$ cat config.mk
export PLATFORM = sky130hd
export DESIGN_NAME = scf_framer
export DESIGN_NICKNAME = d
export VERILOG_FILES = /design/src/scf_pkg.sv /design/src/scf_chk_if.sv /design/src/scf_sync_hunt.sv /design/src/scf_check_acc.sv /design/src/scf_framer.sv
export SDC_FILE = /design/constraint.sdc
export NUM_CORES = 1
export LEC_CHECK = 0
export BUFFER_PORTS_ARGS = -buffer_cell sky130_fd_sc_hd__buf_2
export CELL_PAD_IN_SITES_DETAIL_PLACEMENT = 1
export CELL_PAD_IN_SITES_GLOBAL_PLACEMENT = 1
export CORE_UTILIZATION = 40
export CTS_BUF_LIST = sky130_fd_sc_hd__clkbuf_4 sky130_fd_sc_hd__clkbuf_8 sky130_fd_sc_hd__clkbuf_16
export CTS_CLUSTER_SIZE = 20
export DETAILED_ROUTE_END_ITERATION = 6
export GPL_TIMING_DRIVEN = 0
export MAX_ROUTING_LAYER = met4
export PLACE_DENSITY_LB_ADDON = 0.1
export SYNTH_ARGS = -nofsm -noshare
export SYNTH_HDL_FRONTEND = slang
export SYNTH_SLANG_ARGS = --single-unit
$ cat constraint.sdc
create_clock -name mclk -period 3.2 [get_ports mclk]
set_input_delay 0 -clock mclk [delete_from_list [all_inputs] [get_ports mclk]]
set_output_delay 0 -clock mclk [all_outputs]
set_load 0.02 [all_outputs]
$ cat src/scf_pkg.sv
// scf_pkg: constants, types and helpers for the sync framer and block check
// Summary of operation
// - enter sync search on start or dropout
// - shift bits into window, compare with sync
// - after match, flag a character every eight bits
// - no match: shift one bit, compare again
// - optionally require two successive sync characters
// - accumulate block check over every block character
// - longitudinal check: per-bit xor, parity included
// - compare received check with local, flag result
// - cyclic check keeps modulo-2 division remainder
// - crc-16 mode, generator x16+x15+x2+1
// - crc-ccitt mode, generator x16+x12+x5+1
package scf_pkg;
    localparam int CHAR_BITS = 8; // bits per character
    localparam int ACC_W = 16; // widest check value
    localparam int AW = 8; // bus address width
    localparam int DW = 32; // bus data width
    // register byte addresses
    localparam logic [7:0] A_CTRL = 8'h00;
    localparam logic [7:0] A_SYNC = 8'h04;
    localparam logic [7:0] A_STAT = 8'h08;
    localparam logic [7:0] A_MASK = 8'h0c;
    localparam logic [7:0] A_DATA = 8'h10;
    localparam logic [7:0] A_CHK = 8'h14;
    localparam logic [7:0] A_STATE = 8'h18;
    // control bit positions
    localparam int C_EN = 0;
    localparam int C_HUNT = 1;
    localparam int C_MODE = 2; // two bits
    localparam int C_DUAL = 4;
    localparam int C_CLR = 5;
    localparam int C_TAIL = 6;
    // status bit positions
    localparam int S_CHAR = 0;
    localparam int S_SYNC = 1;
    localparam int S_GOOD = 2;
    localparam int S_BAD = 3;
    localparam int S_OVR = 4;
    localparam int S_DROP = 5;
    localparam int NSTS = 6;
    localparam logic [7:0] SYNC_RST = 8'h16; // sync character after reset
    // generators without the implicit x^16 term
    localparam logic [15:0] POLY_CRC16 = 16'h8005;
    localparam logic [15:0] POLY_CCITT = 16'h1021;
    // line silence that counts as a dropout, a least time
    localparam int CLK_PERIOD_NS = 10;
    localparam int DROP_NS = 20000;
    localparam int DROP_CYC = (DROP_NS + CLK_PERIOD_NS - 1) / CLK_PERIOD_NS;
    typedef enum logic [1:0] {SCF_LRC, SCF_CRC16, SCF_CCITT} scf_mode_e;
    typedef enum logic [1:0] {ST_OFF, ST_HUNT, ST_HUNT2, ST_FRAMED} scf_state_e;
    // one character through the divider, bits in line order (bit 0 first)
    function automatic logic [15:0] scf_crc_byte(input logic [15:0] acc,
        input logic [7:0] d, input logic [15:0] poly);
        logic [15:0] r;
        logic fb;
        r = acc;
        for (int i = 0; i < CHAR_BITS; i++) begin
            fb = r[15] ^ d[i];
            r = {r[14:0], 1'b0} ^ (fb ? poly : 16'h0000);
        end
        return r;
    endfunction
endpackage

$ cat src/scf_chk_if.sv
// scf_chk_if: character path from the framer into the block check
`timescale 1ns/1ps
interface scf_chk_if;
    import scf_pkg::*;
    logic stb; // one character this cycle
    logic [7:0] chr; // the character, parity included
    logic clr; // start of a new block
    scf_mode_e mode; // check method
    logic [15:0] acc; // running check value
    modport ctl (output stb, output chr, output clr, output mode, input acc);
    modport sink (input stb, input chr, input clr, input mode, output acc);
endinterface

$ cat src/scf_sync_hunt.sv
// scf_sync_hunt: eight-bit line window and its sync comparator
`timescale 1ns/1ps
module scf_sync_hunt import scf_pkg::*; #(
    parameter int W = CHAR_BITS
) (
    input wire logic mclk,
    input wire logic nrst,
    input wire logic ce,
    input wire logic bit_stb,
    input wire logic bit_in,
    input wire logic [W-1:0] sync_chr,
    output logic [W-1:0] win,
    output logic shifted,
    output logic match
);
    logic [W-1:0] win_shift; // window after one more bit

    // newest bit enters at the top, oldest drops off bit 0
    assign win_shift = {bit_in, win[W-1:1]};

    // window and the strobe that says it just moved
    always_ff @(posedge mclk or negedge nrst) begin
        if (!nrst) begin
            win <= '0;
            shifted <= 1'b0;
        end else if (ce) begin
            shifted <= bit_stb;
            if (bit_stb) begin
                win <= win_shift;
            end
        end
    end

    // whole window against the programmed character at once
    assign match = (win == sync_chr);
endmodule

$ cat src/scf_check_acc.sv
// scf_check_acc: block check accumulator for longitudinal and cyclic checks
`timescale 1ns/1ps
module scf_check_acc import scf_pkg::*; (
    input wire logic mclk,
    input wire logic nrst,
    input wire logic ce,
    scf_chk_if.sink chk
);
    logic [15:0] acc_reg; // running check value

    // fold each block character into the check; clear wins over a character
    always_ff @(posedge mclk or negedge nrst) begin
        if (!nrst) begin
            acc_reg <= '0;
        end else if (ce) begin
            if (chk.clr) begin
                acc_reg <= '0;
            end else if (chk.stb) begin
                case (chk.mode)
                    SCF_CRC16: acc_reg <= scf_crc_byte(acc_reg, chk.chr, POLY_CRC16);
                    SCF_CCITT: acc_reg <= scf_crc_byte(acc_reg, chk.chr, POLY_CCITT);
                    // longitudinal, also the fallback for the unused code
                    default: acc_reg <= {8'h00, acc_reg[7:0] ^ chk.chr};
                endcase
            end
        end
    end

    assign chk.acc = acc_reg;
endmodule

$ cat src/scf_framer.sv
// scf_framer: sync search, character framing and block check for a serial line
//
// Local design decisions: the address map and the Wishbone slave port.
`timescale 1ns/1ps
module scf_framer import scf_pkg::*; #(
    parameter int DROP_CYCLES = DROP_CYC // silence that forces a re-search
) (
    input wire logic mclk,
    input wire logic nrst,
    input wire logic ce,
    input wire logic wb_cyc_i,
    input wire logic wb_stb_i,
    input wire logic wb_we_i,
    input wire logic [AW-1:0] wb_adr_i,
    input wire logic [3:0] wb_sel_i,
    input wire logic [DW-1:0] wb_dat_i,
    output logic [DW-1:0] wb_dat_o,
    output logic wb_ack_o,
    input wire logic line_clk,
    input wire logic line_data,
    output logic irq,
    output logic [7:0] rx_char,
    output logic char_ready,
    output logic framed
);
    localparam int CW = $clog2(CHAR_BITS);
    localparam logic [CW-1:0] CNT_LAST = CW'(CHAR_BITS - 1);
    localparam int IW = $clog2(DROP_CYCLES + 1);
    localparam logic [IW-1:0] IDLE_LAST = IW'(DROP_CYCLES - 1);

    // pin synchronisers, stage 0 is read only by stage 1
    logic [2:0] lclk_sync_reg;
    logic [2:0] ldat_sync_reg;
    logic lclk_f_reg; // filtered bit clock
    logic ldat_f_reg; // filtered line data
    logic lclk_d_reg; // filtered clock, one cycle older
    logic bit_stb; // rising bit clock edge seen

    // software settings
    logic en_reg; // receiver on
    scf_mode_e mode_reg; // check method
    logic dual_reg; // two sync characters needed
    logic [7:0] sync_reg; // sync character
    logic [NSTS-1:0] sts_reg; // sticky events
    logic [NSTS-1:0] mask_reg; // interrupt mask
    // framing state
    scf_state_e st_reg;
    logic [CW-1:0] cnt_reg; // bit within a character
    logic [IW-1:0] idle_reg; // cycles since the last bit
    // block check tail
    logic tail_reg; // next characters are the sent check
    logic tail_cnt_reg; // check characters taken so far
    logic [15:0] rcv_reg; // check value from the line
    logic cmp_reg; // compare this cycle
    // output flops
    logic [7:0] rx_char_reg;
    logic char_ready_reg;
    logic framed_reg; // framed state, one cycle behind the state flop
    logic irq_reg;
    logic ack_reg;
    logic [DW-1:0] dat_reg;
    // window side
    logic [7:0] win;
    logic bit_ev; // window moved last cycle
    logic match;
    // bus decode and events
    logic req, wr, wr_ctrl, hunt_cmd, clr_cmd, tail_cmd, en_next;
    logic start, dropout, enter_search, sync_found, char_ev, tail_last, good;
    logic [NSTS-1:0] sts_set; // events raised this cycle
    logic [NSTS-1:0] sts_w1c; // bits software clears this cycle

    scf_chk_if chk();

    // three flops per pin; a change is taken once stages 1 and 2 agree
    always_ff @(posedge mclk or negedge nrst) begin
        if (!nrst) begin
            lclk_sync_reg <= '0;
            ldat_sync_reg <= '0;
            lclk_f_reg <= 1'b0;
            ldat_f_reg <= 1'b0;
            lclk_d_reg <= 1'b0;
        end else if (ce) begin
            lclk_sync_reg <= {lclk_sync_reg[1:0], line_clk};
            ldat_sync_reg <= {ldat_sync_reg[1:0], line_data};
            if (lclk_sync_reg[1] == lclk_sync_reg[2]) begin
                lclk_f_reg <= lclk_sync_reg[2];
            end
            if (ldat_sync_reg[1] == ldat_sync_reg[2]) begin
                ldat_f_reg <= ldat_sync_reg[2];
            end
            lclk_d_reg <= lclk_f_reg;
        end
    end

    // both pins see the same delay, so data is still steady at the edge;
    // the modem is expected to change data away from the rising edge
    assign bit_stb = ce & lclk_f_reg & ~lclk_d_reg;

    scf_sync_hunt #(
        .W(CHAR_BITS)
    ) u_hunt (
        .mclk(mclk),
        .nrst(nrst),
        .ce(ce),
        .bit_stb(bit_stb),
        .bit_in(ldat_f_reg),
        .sync_chr(sync_reg),
        .win(win),
        .shifted(bit_ev),
        .match(match)
    );

    // bus request not yet answered; writes use byte lane 0 only
    assign req = wb_cyc_i & wb_stb_i & ~ack_reg;
    assign wr = req & wb_we_i & wb_sel_i[0];
    assign wr_ctrl = wr && (wb_adr_i == A_CTRL);
    assign hunt_cmd = wr_ctrl & wb_dat_i[C_HUNT];
    assign clr_cmd = wr_ctrl & wb_dat_i[C_CLR];
    assign tail_cmd = wr_ctrl & wb_dat_i[C_TAIL];
    assign en_next = wr_ctrl ? wb_dat_i[C_EN] : en_reg;
    assign start = wr_ctrl & wb_dat_i[C_EN] & ~en_reg;

    // framed line went quiet for too long
    assign dropout = (st_reg == ST_FRAMED) && !bit_ev && (idle_reg == IDLE_LAST);
    // search again on start, on command or on dropout
    assign enter_search = en_next & (start | hunt_cmd | dropout);
    // a sync match that ends the search
    assign sync_found = bit_ev & match
        & (((st_reg == ST_HUNT) & ~dual_reg)
        | ((st_reg == ST_HUNT2) & (cnt_reg == CNT_LAST)));
    // a full character every eight bits once framed
    assign char_ev = bit_ev && (st_reg == ST_FRAMED) && (cnt_reg == CNT_LAST);
    // longitudinal check sends one character, cyclic checks two
    assign tail_last = tail_cnt_reg | (mode_reg == SCF_LRC);
    // sent against local check value
    assign good = (mode_reg == SCF_LRC) ? (chk.acc[7:0] == rcv_reg[7:0])
        : (chk.acc == rcv_reg);
    // feed block characters, not the check characters themselves
    assign chk.stb = char_ev & ~tail_reg;
    assign chk.chr = win;
    assign chk.mode = mode_reg;
    // a new block starts on command, after a verdict, or on a new search
    assign chk.clr = clr_cmd | cmp_reg | enter_search;

    scf_check_acc u_check (
        .mclk(mclk),
        .nrst(nrst),
        .ce(ce),
        .chk(chk)
    );

    // settings written by software
    always_ff @(posedge mclk or negedge nrst) begin
        if (!nrst) begin
            en_reg <= 1'b0;
            mode_reg <= SCF_LRC;
            dual_reg <= 1'b0;
            sync_reg <= SYNC_RST;
            mask_reg <= '0;
        end else if (ce && wr) begin
            if (wb_adr_i == A_CTRL) begin
                en_reg <= wb_dat_i[C_EN];
                // spare code taken as longitudinal, so tail length and compare agree
                mode_reg <= (wb_dat_i[C_MODE +: 2] == 2'h3) ? SCF_LRC
                    : scf_mode_e'(wb_dat_i[C_MODE +: 2]);
                dual_reg <= wb_dat_i[C_DUAL];
            end
            if (wb_adr_i == A_SYNC) begin
                sync_reg <= wb_dat_i[7:0];
            end
            if (wb_adr_i == A_MASK) begin
                mask_reg <= wb_dat_i[NSTS-1:0];
            end
        end
    end

    // framing state machine, advanced once per received bit
    always_ff @(posedge mclk or negedge nrst) begin
        if (!nrst) begin
            st_reg <= ST_OFF;
            cnt_reg <= '0;
        end else if (ce) begin
            if (!en_next) begin
                // receiver off
                st_reg <= ST_OFF;
                cnt_reg <= '0;
            end else if (enter_search) begin
                st_reg <= ST_HUNT;
                cnt_reg <= '0;
            end else if (bit_ev) begin
                unique case (st_reg)
                    ST_OFF: begin
                        cnt_reg <= '0;
                    end
                    ST_HUNT: begin
                        // a miss keeps sliding one bit at a time
                        if (match) begin
                            st_reg <= dual_reg ? ST_HUNT2 : ST_FRAMED;
                        end
                        cnt_reg <= '0;
                    end
                    ST_HUNT2: begin
                        // the next full character must be sync again
                        if (cnt_reg == CNT_LAST) begin
                            st_reg <= match ? ST_FRAMED : ST_HUNT;
                            cnt_reg <= '0;
                        end else begin
                            cnt_reg <= cnt_reg + CW'(1);
                        end
                    end
                    ST_FRAMED: begin
                        // wraps every character
                        cnt_reg <= cnt_reg + CW'(1);
                    end
                endcase
            end
        end
    end

    // silence watchdog; only a framed line can drop out
    always_ff @(posedge mclk or negedge nrst) begin
        if (!nrst) begin
            idle_reg <= '0;
        end else if (ce) begin
            if (bit_ev || st_reg != ST_FRAMED || dropout) begin
                idle_reg <= '0;
            end else begin
                idle_reg <= idle_reg + IW'(1);
            end
        end
    end

    // check characters at block end are captured, then compared
    always_ff @(posedge mclk or negedge nrst) begin
        if (!nrst) begin
            tail_reg <= 1'b0;
            tail_cnt_reg <= 1'b0;
            rcv_reg <= '0;
            cmp_reg <= 1'b0;
        end else if (ce) begin
            cmp_reg <= char_ev & tail_reg & tail_last;
            if (enter_search) begin
                // a broken block has no verdict
                tail_reg <= 1'b0;
                tail_cnt_reg <= 1'b0;
            end else if (tail_cmd) begin
                tail_reg <= 1'b1;
                tail_cnt_reg <= 1'b0;
            end else if (char_ev && tail_reg) begin
                // with two check characters the first ends up in the high byte; a single one stays in the low byte
                rcv_reg <= {rcv_reg[7:0], win};
                tail_cnt_reg <= 1'b1;
                if (tail_last) begin
                    tail_reg <= 1'b0;
                end
            end
        end
    end

    // characters to the user side, one pulse each
    always_ff @(posedge mclk or negedge nrst) begin
        if (!nrst) begin
            rx_char_reg <= '0;
            char_ready_reg <= 1'b0;
            framed_reg <= 1'b0;
        end else if (ce) begin
            char_ready_reg <= char_ev;
            framed_reg <= (st_reg == ST_FRAMED);
            if (char_ev) begin
                rx_char_reg <= win;
            end
        end
    end

    // sticky events; a set in the cycle of its clear still lands
    always_comb begin
        sts_set = '0;
        sts_set[S_CHAR] = char_ev;
        sts_set[S_SYNC] = sync_found;
        sts_set[S_GOOD] = cmp_reg & good;
        sts_set[S_BAD] = cmp_reg & ~good;
        sts_set[S_OVR] = char_ev & sts_reg[S_CHAR];
        sts_set[S_DROP] = dropout;
        sts_w1c = '0;
        if (wr && wb_adr_i == A_STAT) begin
            sts_w1c = wb_dat_i[NSTS-1:0];
        end
    end

    // status and interrupt
    always_ff @(posedge mclk or negedge nrst) begin
        if (!nrst) begin
            sts_reg <= '0;
            irq_reg <= 1'b0;
        end else if (ce) begin
            sts_reg <= (sts_reg & ~sts_w1c) | sts_set;
            irq_reg <= |(sts_reg & mask_reg);
        end
    end

    // bus answer one cycle after the request; unmapped reads give zero
    always_ff @(posedge mclk or negedge nrst) begin
        if (!nrst) begin
            ack_reg <= 1'b0;
            dat_reg <= '0;
        end else if (ce) begin
            ack_reg <= req;
            if (req) begin
                unique case (wb_adr_i)
                    A_CTRL: dat_reg <= DW'({dual_reg, mode_reg, 1'b0, en_reg});
                    A_SYNC: dat_reg <= DW'(sync_reg);
                    A_STAT: dat_reg <= DW'(sts_reg);
                    A_MASK: dat_reg <= DW'(mask_reg);
                    A_DATA: dat_reg <= DW'(rx_char_reg);
                    A_CHK: dat_reg <= {rcv_reg, chk.acc};
                    A_STATE: dat_reg <= DW'({tail_reg, st_reg});
                    default: dat_reg <= '0;
                endcase
            end
        end
    end

    assign wb_ack_o = ack_reg;
    assign wb_dat_o = dat_reg;
    assign irq = irq_reg;
    assign rx_char = rx_char_reg;
    assign char_ready = char_ready_reg;
    assign framed = framed_reg;
endmodule

# After elaboration in Yosys (flattened, before gate mapping)
# Cells that the tools add are included.
[totals]
register_bits = 137
latchBits = 0
mem_bits_rw = 0
mem_bits_ro = 0
output_inout_bits = 44
memories = 0
[classes]
n_addsub = 2
multipliers = 0
div = 0
n_lt_le_gt_ge = 0
n_eq_ne = 24
shifts = 0
mux = 45
bitwise_logic = 72
n_reduce_logical = 33
[ops]
columns = ["cell", "count"]
rows = [
  ["$xor 16x16->16", 16],
  ["$pmux 32 s7", 1],
  ["$mux 16", 10],
  ["$mux 13", 8],
  ["$pmux 16 s2", 1],
  ["$eq 8x5->1 const B", 3],
  ["$and 1x1->1", 22],
  ["$reduce_and 2->1", 11],
  ["$eq 16x16->1", 1],
  ["$eq 8x4->1 const B", 2],
  ["$eq 8x8->1", 2],
  ["$xor 1x1->1", 15],
  ["$mux 2", 7],
  ["$and 6x6->6", 2],
  ["$mux 3", 4],
  ["$add 11x1->11 const B", 1],
  ["$eq 11x11->1 const B", 1],
  ["$mux 11", 1],
  ["$mux 1", 10],
  ["$pmux 3 s3", 1],
  ["$eq 2x2->1 const B", 4],
  ["$eq 8x3->1 const B", 1],
  ["$logic_and 1x1->1", 8],
  ["$logic_not 8->1", 1],
  ["other kinds (26)", 43],
]

# Logic depth before layout (Yosys ltp)
[logic_depth]
ltp_word = 27
depth_mapped = 8
depth_no_buf = 8

# By module
# From an unflattened synthesis, not the netlist that was laid out.
[unflattened]
cells_unflattened = 645
hier_area_um2 = 7080.5
[modules_own_cells]
columns = ["mod", "instances", "cells_per_inst", "area_per_inst_um2", "seq_area_each_um2"]
rows = [
  ["scf_framer", 1, 463, 5262.5, 2806.4],
  ["scf_check_acc", 1, 151, 1396.3, 400.4],
  ["scf_sync_hunt", 1, 31, 421.7, 225.2],
]

# Worst setup path before layout
# No wires, ideal clock.
[synth_path]
path_kind = "register to register"
startpoint = "register u_check.acc_reg[14] (netlist: u_check.chk.acc[14])"
endpoint = "register u_check.acc_reg[1] (netlist: u_check.chk.acc[1])"
setup_time_ns = 0.122
t_arrival_ns = 2.140
slack_ns = 0.938
path_stages_with_launch = 7
path_buffers = 0
cell_sequence = "dfrtp_1 xnor2_1 xnor2_1 xnor3_2 a21o_1 a31o_1 a32o_1"
[synth_between]
elab_chain_len = 23
[synth_rtl]
columns = ["item", "line", "text"]
rows = [
  ["from (decl)", "scf_check_acc.sv:9", "logic [15:0] acc_reg;"],
  ["from (signal assigned)", "scf_check_acc.sv:20", "SCF_CRC16: acc_reg <= scf_crc_byte(acc_reg, chk.chr, POLY_CRC16);"],
  ["from (signal assigned)", "scf_check_acc.sv:21", "SCF_CCITT: acc_reg <= scf_crc_byte(acc_reg, chk.chr, POLY_CCITT);"],
  ["from (signal assigned)", "scf_check_acc.sv:23", "default: acc_reg <= {8'h00, acc_reg[7:0] ^ chk.chr};"],
  ["$xor 16x16->16", "scf_pkg.sv:60", "r = {r[14:0], 1'b0} ^ (fb ? poly : 16'h0000);"],
  ["$xor 1x1->1", "scf_pkg.sv:59", "fb = r[15] ^ d[i];"],
  ["$mux 16", "scf_pkg.sv:60", ""],
  ["$xor 16x16->16", "scf_pkg.sv:60", ""],
  ["$xor 1x1->1", "scf_pkg.sv:59", ""],
  ["$mux 16", "scf_pkg.sv:60", ""],
  ["$xor 16x16->16", "scf_pkg.sv:60", ""],
  ["$xor 1x1->1", "scf_pkg.sv:59", ""],
  ["(+6 left out)", "-", ""],
  ["$mux 16", "scf_pkg.sv:60", ""],
  ["$xor 16x16->16", "scf_pkg.sv:60", ""],
  ["$xor 1x1->1", "scf_pkg.sv:59", ""],
  ["$mux 16", "scf_pkg.sv:60", ""],
  ["$xor 16x16->16 (2 in series)", "scf_pkg.sv:60", ""],
  ["$pmux 16 s2", "scf_check_acc.sv:19", "case (chk.mode)"],
  ["$mux 16", "scf_check_acc.sv:18", "end else if (chk.stb) begin"],
  ["$mux 16", "scf_check_acc.sv:16", "if (chk.clr) begin"],
]
# No other way between the ends. The select of a mux whose other input is x is not followed.
# A chain may end at the register's enable or synchronous reset.

# Worst setup path after layout
[layout_path]
startpoint = "register st_reg[0]"
endpoint = "register u_check.acc_reg[9] (netlist: u_check.chk.acc[9])"
[layout_between]
elab_chain_len = 8
word_cells_on_any_way = 12
cone_classes = "eq/ne: 1; mux: 1; bitwise: 4; reduce/logical: 6"
[layout_rtl]
columns = ["item", "line", "text"]
rows = [
  ["from (decl)", "scf_framer.sv:47", "scf_state_e st_reg;"],
  ["from (signal assigned)", "scf_framer.sv:198", "st_reg <= dual_reg ? ST_HUNT2 : ST_FRAMED;"],
  ["from (signal assigned)", "scf_framer.sv:205", "st_reg <= match ? ST_FRAMED : ST_HUNT;"],
  ["$eq 2x2->1 *", "scf_framer.sv:124, scf_framer.sv:132", ""],
  ["$logic_and 1x1->1 (2 in series)", "scf_framer.sv:124", "assign dropout = (st_reg == ST_FRAMED) && !bit_ev && (idle_reg == IDLE_LAST);"],
  ["$or 1x1->1", "scf_framer.sv:126", "assign enter_search = en_next & (start | hunt_cmd | dropout);"],
  ["$and 1x1->1", "scf_framer.sv:126", ""],
  ["$or 1x1->1", "scf_framer.sv:143", "assign chk.clr = clr_cmd | cmp_reg | enter_search;"],
  ["$reduce_bool 2->1 (no line)", "-", ""],
  ["$reduce_and 2->1 (no line)", "-", ""],
]
# Mark *: on every way between the ends. The rest lies on a longest branch, timed or not.

==> parameters.txt <==
Parameter                              Value

Place
  Port bufs ... 67
  Routability congestion estimate from global placement ... 0.885
  DPL Wire Length ... 15800 µm

Min path
  Hold Path Class ... in2reg
  Origin of the worst min-delay path ... wb_dat_i[0]
  WHS Path Cells ... 3
  Sink of the worst hold path ... sts_reg[0]

Setup path
  Critical Path AT ... 3.20 ns
  Kind of critical path ... reg2reg
  Number of buffer and inverter instances along the worst setup path ... 1
  Type of destination of the critical path ... flop
  Crit-path slowest cell ... sky130_fd_sc_hd__or4_1
  Top delay family on crit path ... simple AND/OR/NAND/NOR gates
  R2R depth ... 8
  Cell chain of the critical path ... ha_1 -> nand2b_1 -> or4_1 -> o21ai_1 -> o211ai_1 -> clkbuf_1 -> nand2_1 -> o21ai_0
  Critical Path RT ... 3.50 ns
  Stage delay of the slowest cell on the critical path ... 0.56 ns
  Critical R2R Launch ... st_reg[0]
  Endpoint of the lowest-slack register-to-register path ... u_check.chk.acc[9]
  Critical path startpoint category ... flop
  Highest fanout seen on the critical path ... 10
  Slack of the worst reg-to-reg path ... 0.30 ns

Clocking
  Clock H-tree levels ... 4
  CTS max path bufs ... 2
  Clock tree from TritonCTS ... done
  Number of buffers inserted during clock tree synthesis ... 17
  Buffer cell driving the clock tree root ... sky130_fd_sc_hd__clkbuf_16
  CTS Sinks ... 137
  Reg clk slew, reported paths ... 0.07 ns
  Clk_lat worst skew ... 0.43 ns

Yosys
  Top_reg_cell synth ... sky130_fd_sc_hd__dfrtp_1
  Post-synthesis cell type with the largest combined area ... sky130_fd_sc_hd__dfrtp_1
  Distinct cells, synth ... 62
  Main area contributors after synthesis ... sky130_fd_sc_hd__dfrtp_1 48%, sky130_fd_sc_hd__mux2_2 7.0%, sky130_fd_sc_hd__o21ai_0 4.4%
  Synthesized instance count ... 669
  Proportion of netlist area held by the largest area contributor ... 0.476
  Number of flops mapped to enable cells by yosys ... 0
  Post-Synthesis Net Count ... 730
  Mean instance size in the synthesized netlist ... 10.5 µm²
  Synthesis Warnings ... 0
  Sequential cell area fraction in the yosys report ... 0.488
  Post-Synthesis Cell Area ... 7040 µm²
  Async set or reset register ratio after synthesis ... 1.00
  Flop and latch count out of synthesis ... 137

Pwr
  Worst VDD drop ... 0.000393 V
  Comb power frac ... 0.209
  Clk network pwr share ... 0.413
  Reg power frac ... 0.378
  Ratio of total power to cell area ... 600 nW/µm²
  Static leakage ... 3.91 nW
  Net load switching power ... 1.58 mW
  Fraction of power spent switching nets ... 0.313
  Internal Power ... 3.46 mW

STA
  Min cycle time layout ... 2.90 ns
  Count of pins over their slew limit ... 0
  Final count of negative-setup-slack endpoints ... 0
  Clock skew ... 0.00916 ns
  Maximum operating frequency ... 0.345 GHz
  Worst slew margin ... 0.345
  Share of the cycle needed by the critical path after routing ... 0.906
  Unrepaired setup endpoints after global routing ... false
  Total negative slack for setup checks ... 0 ns
  Slew at the pin closest to its max-slew limit ... 0.973 ns
  Final count of hold timing violations ... 0

Floorplan
  Area inside the core boundary ... 17200 µm²
  Count of standard-cell rows ... 48
  Chip height ... 135 µm
  Full die area ... 18100 µm²
  Die width ... 135 µm
  IO Pins ... 96
  Initial core utilization ... 0.408

Route
  Post-detailed-route count of antenna-violating nets ... 0
  Ratio of routed vias to standard cells ... 5.73
  Detailed-route via count ... 5749
  DRC violations left ... 0
  Detailed-routing iteration count for the pre-antenna-repair pass ... 4
  Mean routed wirelength per cell ... 21.7 µm
  Final wirelength ... 21800 µm
  Starting DRC count in detailed routing ... 326

Global routing
  Wire length of the first global-routing pass ... 34500 µm
  Total routing resource utilization after global routing ... 0.263
  Initial antenna violation count ... 1
  Vias in the first global route ... 5972
  Total global routing overflow ... 0
  Pin count of the biggest net entering global routing ... 72

Layout
  Area occupied by multi-input gates ... 3390 µm²
  Seq. cell area ... 3430 µm²
  Flip-flop count of the largest register after layout ... 32
  Number of filler instances in the final layout ... 1933
  Proportion of layout cells with a drive suffix above 1 ... 0.205
  Syn-to-layout area delta ... 19.4%
  Layout Utilization ... 0.488
  Number of antenna diodes ... 0
  Net count of the finished layout ... 827

Outcome
  Status ... completed

Run
  Max-capacitance violation count ... 0
worst reg2reg max path: cells and delay by family, from the launching register on:
family	cells	cell delay, ns
flops	1	0.49
buf+inv	1	0.35
fa+ha+maj	1	0.36
compound gates	3	0.72
simple gates	3	0.86
cells in the final DEF, fill, tap and decap left out, types with 3 or more instances in the layout:
cell type and count:
sky130_fd_sc_hd__o211ai_1 4, sky130_fd_sc_hd__and3_1 4, sky130_fd_sc_hd__clkbuf_1 26, sky130_fd_sc_hd__nor3_1 9
sky130_fd_sc_hd__dfstp_2 3, sky130_fd_sc_hd__clkbuf_16 17, sky130_fd_sc_hd__xor2_1 27, sky130_fd_sc_hd__a21o_1 7
sky130_fd_sc_hd__inv_8 5, sky130_fd_sc_hd__o21ai_0 62, sky130_fd_sc_hd__nor2b_1 9, sky130_fd_sc_hd__a31oi_1 4
sky130_fd_sc_hd__nand3_1 10, sky130_fd_sc_hd__mux2_2 44, sky130_fd_sc_hd__dfrtp_1 134, sky130_fd_sc_hd__o31ai_1 4
sky130_fd_sc_hd__nand2_1 77, sky130_fd_sc_hd__nor2_1 25, sky130_fd_sc_hd__a22oi_1 13, sky130_fd_sc_hd__mux2i_1 6
sky130_fd_sc_hd__nand2b_1 10, sky130_fd_sc_hd__nor4_1 7, sky130_fd_sc_hd__dlygate4sd3_1 10, sky130_fd_sc_hd__a211oi_1 5
sky130_fd_sc_hd__buf_1 3, sky130_fd_sc_hd__nor4bb_1 3, sky130_fd_sc_hd__xnor2_1 31, sky130_fd_sc_hd__buf_2 71
sky130_fd_sc_hd__nand4b_1 3, sky130_fd_sc_hd__xor2_2 3, sky130_fd_sc_hd__a21oi_1 18, sky130_fd_sc_hd__ha_1 9
sky130_fd_sc_hd__inv_1 21, sky130_fd_sc_hd__a22o_1 28, sky130_fd_sc_hd__a222oi_1 3, sky130_fd_sc_hd__nand4_1 9
sky130_fd_sc_hd__a221oi_1 8, sky130_fd_sc_hd__inv_6 4
cells in the mapped netlist, drive strengths merged (3+ instances only):
| master | count |
|---|---|
| a211oi | 5 |
| dfrtp | 134 |
| nand4 | 9 |
| nand2 | 77 |
| nor2b | 9 |
| nor2 | 25 |
| a222oi | 3 |
| ha | 9 |
| o21ai | 63 |
| a22oi | 13 |
| xor2 | 30 |
| a21oi | 18 |
| mux2i | 6 |
| o211ai | 4 |
| nand2b | 10 |
| nand4b | 3 |
| a31oi | 4 |
| inv | 21 |
| buf | 8 |
| xnor2 | 32 |
| and3 | 4 |
| nor4bb | 3 |
| mux2 | 44 |
| a21o | 7 |
| nand3 | 10 |
| clkbuf | 26 |
| nor4 | 7 |
| a22o | 28 |
| nor3 | 9 |
| a221oi | 8 |
| o31ai | 4 |
| dfstp | 3 |
cell families (layout without fill, tap and decap cells):
logic type	Yosys count	in the layout	synth area share
adder cells (fa/ha/maj)	9	9	0.0160
AND/OR/NAND/NOR	176	176	0.122
XOR/XNOR	64	64	0.0896
AO/OA/AOI/OAI	175	175	0.169
flip-flops	137	137	0.488
buffers and inverters	56	166	0.0307
multiplexers	52	52	0.0853
layout make-up:
cell class	count	area share
flip-flops and latches	137	0.408
multi-input cells	476	0.403
repair buffers	78	0.0558
clock buffers	18	0.0522
well taps	225	0.0335
clock inverters	14	0.0210
plain buffers	34	0.0159
inverters	22	0.00982
worst max path at each step:
stage | endpoint | startpoint | cells past startpoint
6_report | u_check.chk.acc[9] | st_reg[0] | 8
5_1_grt | u_check.chk.acc[9] | st_reg[0] | 8
2_1_floorplan | u_check.chk.acc[1] | u_check.chk.acc[14] | 6
3_5_place_dp | u_check.chk.acc[9] | st_reg[0] | 8
3_3_place_gp | mask_reg[4] | nrst | 1
4_1_cts | u_check.chk.acc[9] | st_reg[0] | 8
power by group through the flow:
stage	Clock, mW	Sequential [mW]	Combinational, mW
after global placement	0	1.93	1.01
final	2.08	1.91	1.05
after global routing	2.17	1.92	1.14
after detailed placement	0	1.94	1.03
after floorplan	0	1.90	0.758
after CTS	2.11	1.91	1.06
through the flow:
step	setup slack, ns	hold WS, ns	std cells	power [mW]	area, µm²
4_1_cts	0.282	0.0680	1004	5.08	8410
6_report	0.301	0.0803	1004	5.04	8410
5_1_grt	0.0283	0.109	1004	5.22	8410
3_5_place_dp	0.280	0.0351	962	2.97	7690
3_3_place_gp	0.173	0.232	961	2.94	7660
2_1_floorplan	0.938	-0.296	669	2.66	7040
what timing repair did:
action	CTS	global route
hold endpoints to repair	90	0
endpoints found under the setup margin	0	0
buffers inserted	0	0
resized for setup	0	0
hold buffers	10	0
layer usage:
| layer | vias to the layer above | part of all wire | routed length (µm) | GRT usage |
|---|---|---|---|---|
| met1 | 2961 | 0.44 | 9660 | 0.323 |
| met4 | 0 | 0.020 | 439 | 0.0811 |
| met3 | 29 | 0.038 | 832 | 0.0488 |
| li1 | 2617 | - | - | - |
| met2 | 142 | 0.50 | 10900 | 0.437 |
| met5 | - | 0 | 0 | - |
(Power assumes the default switching activity.)
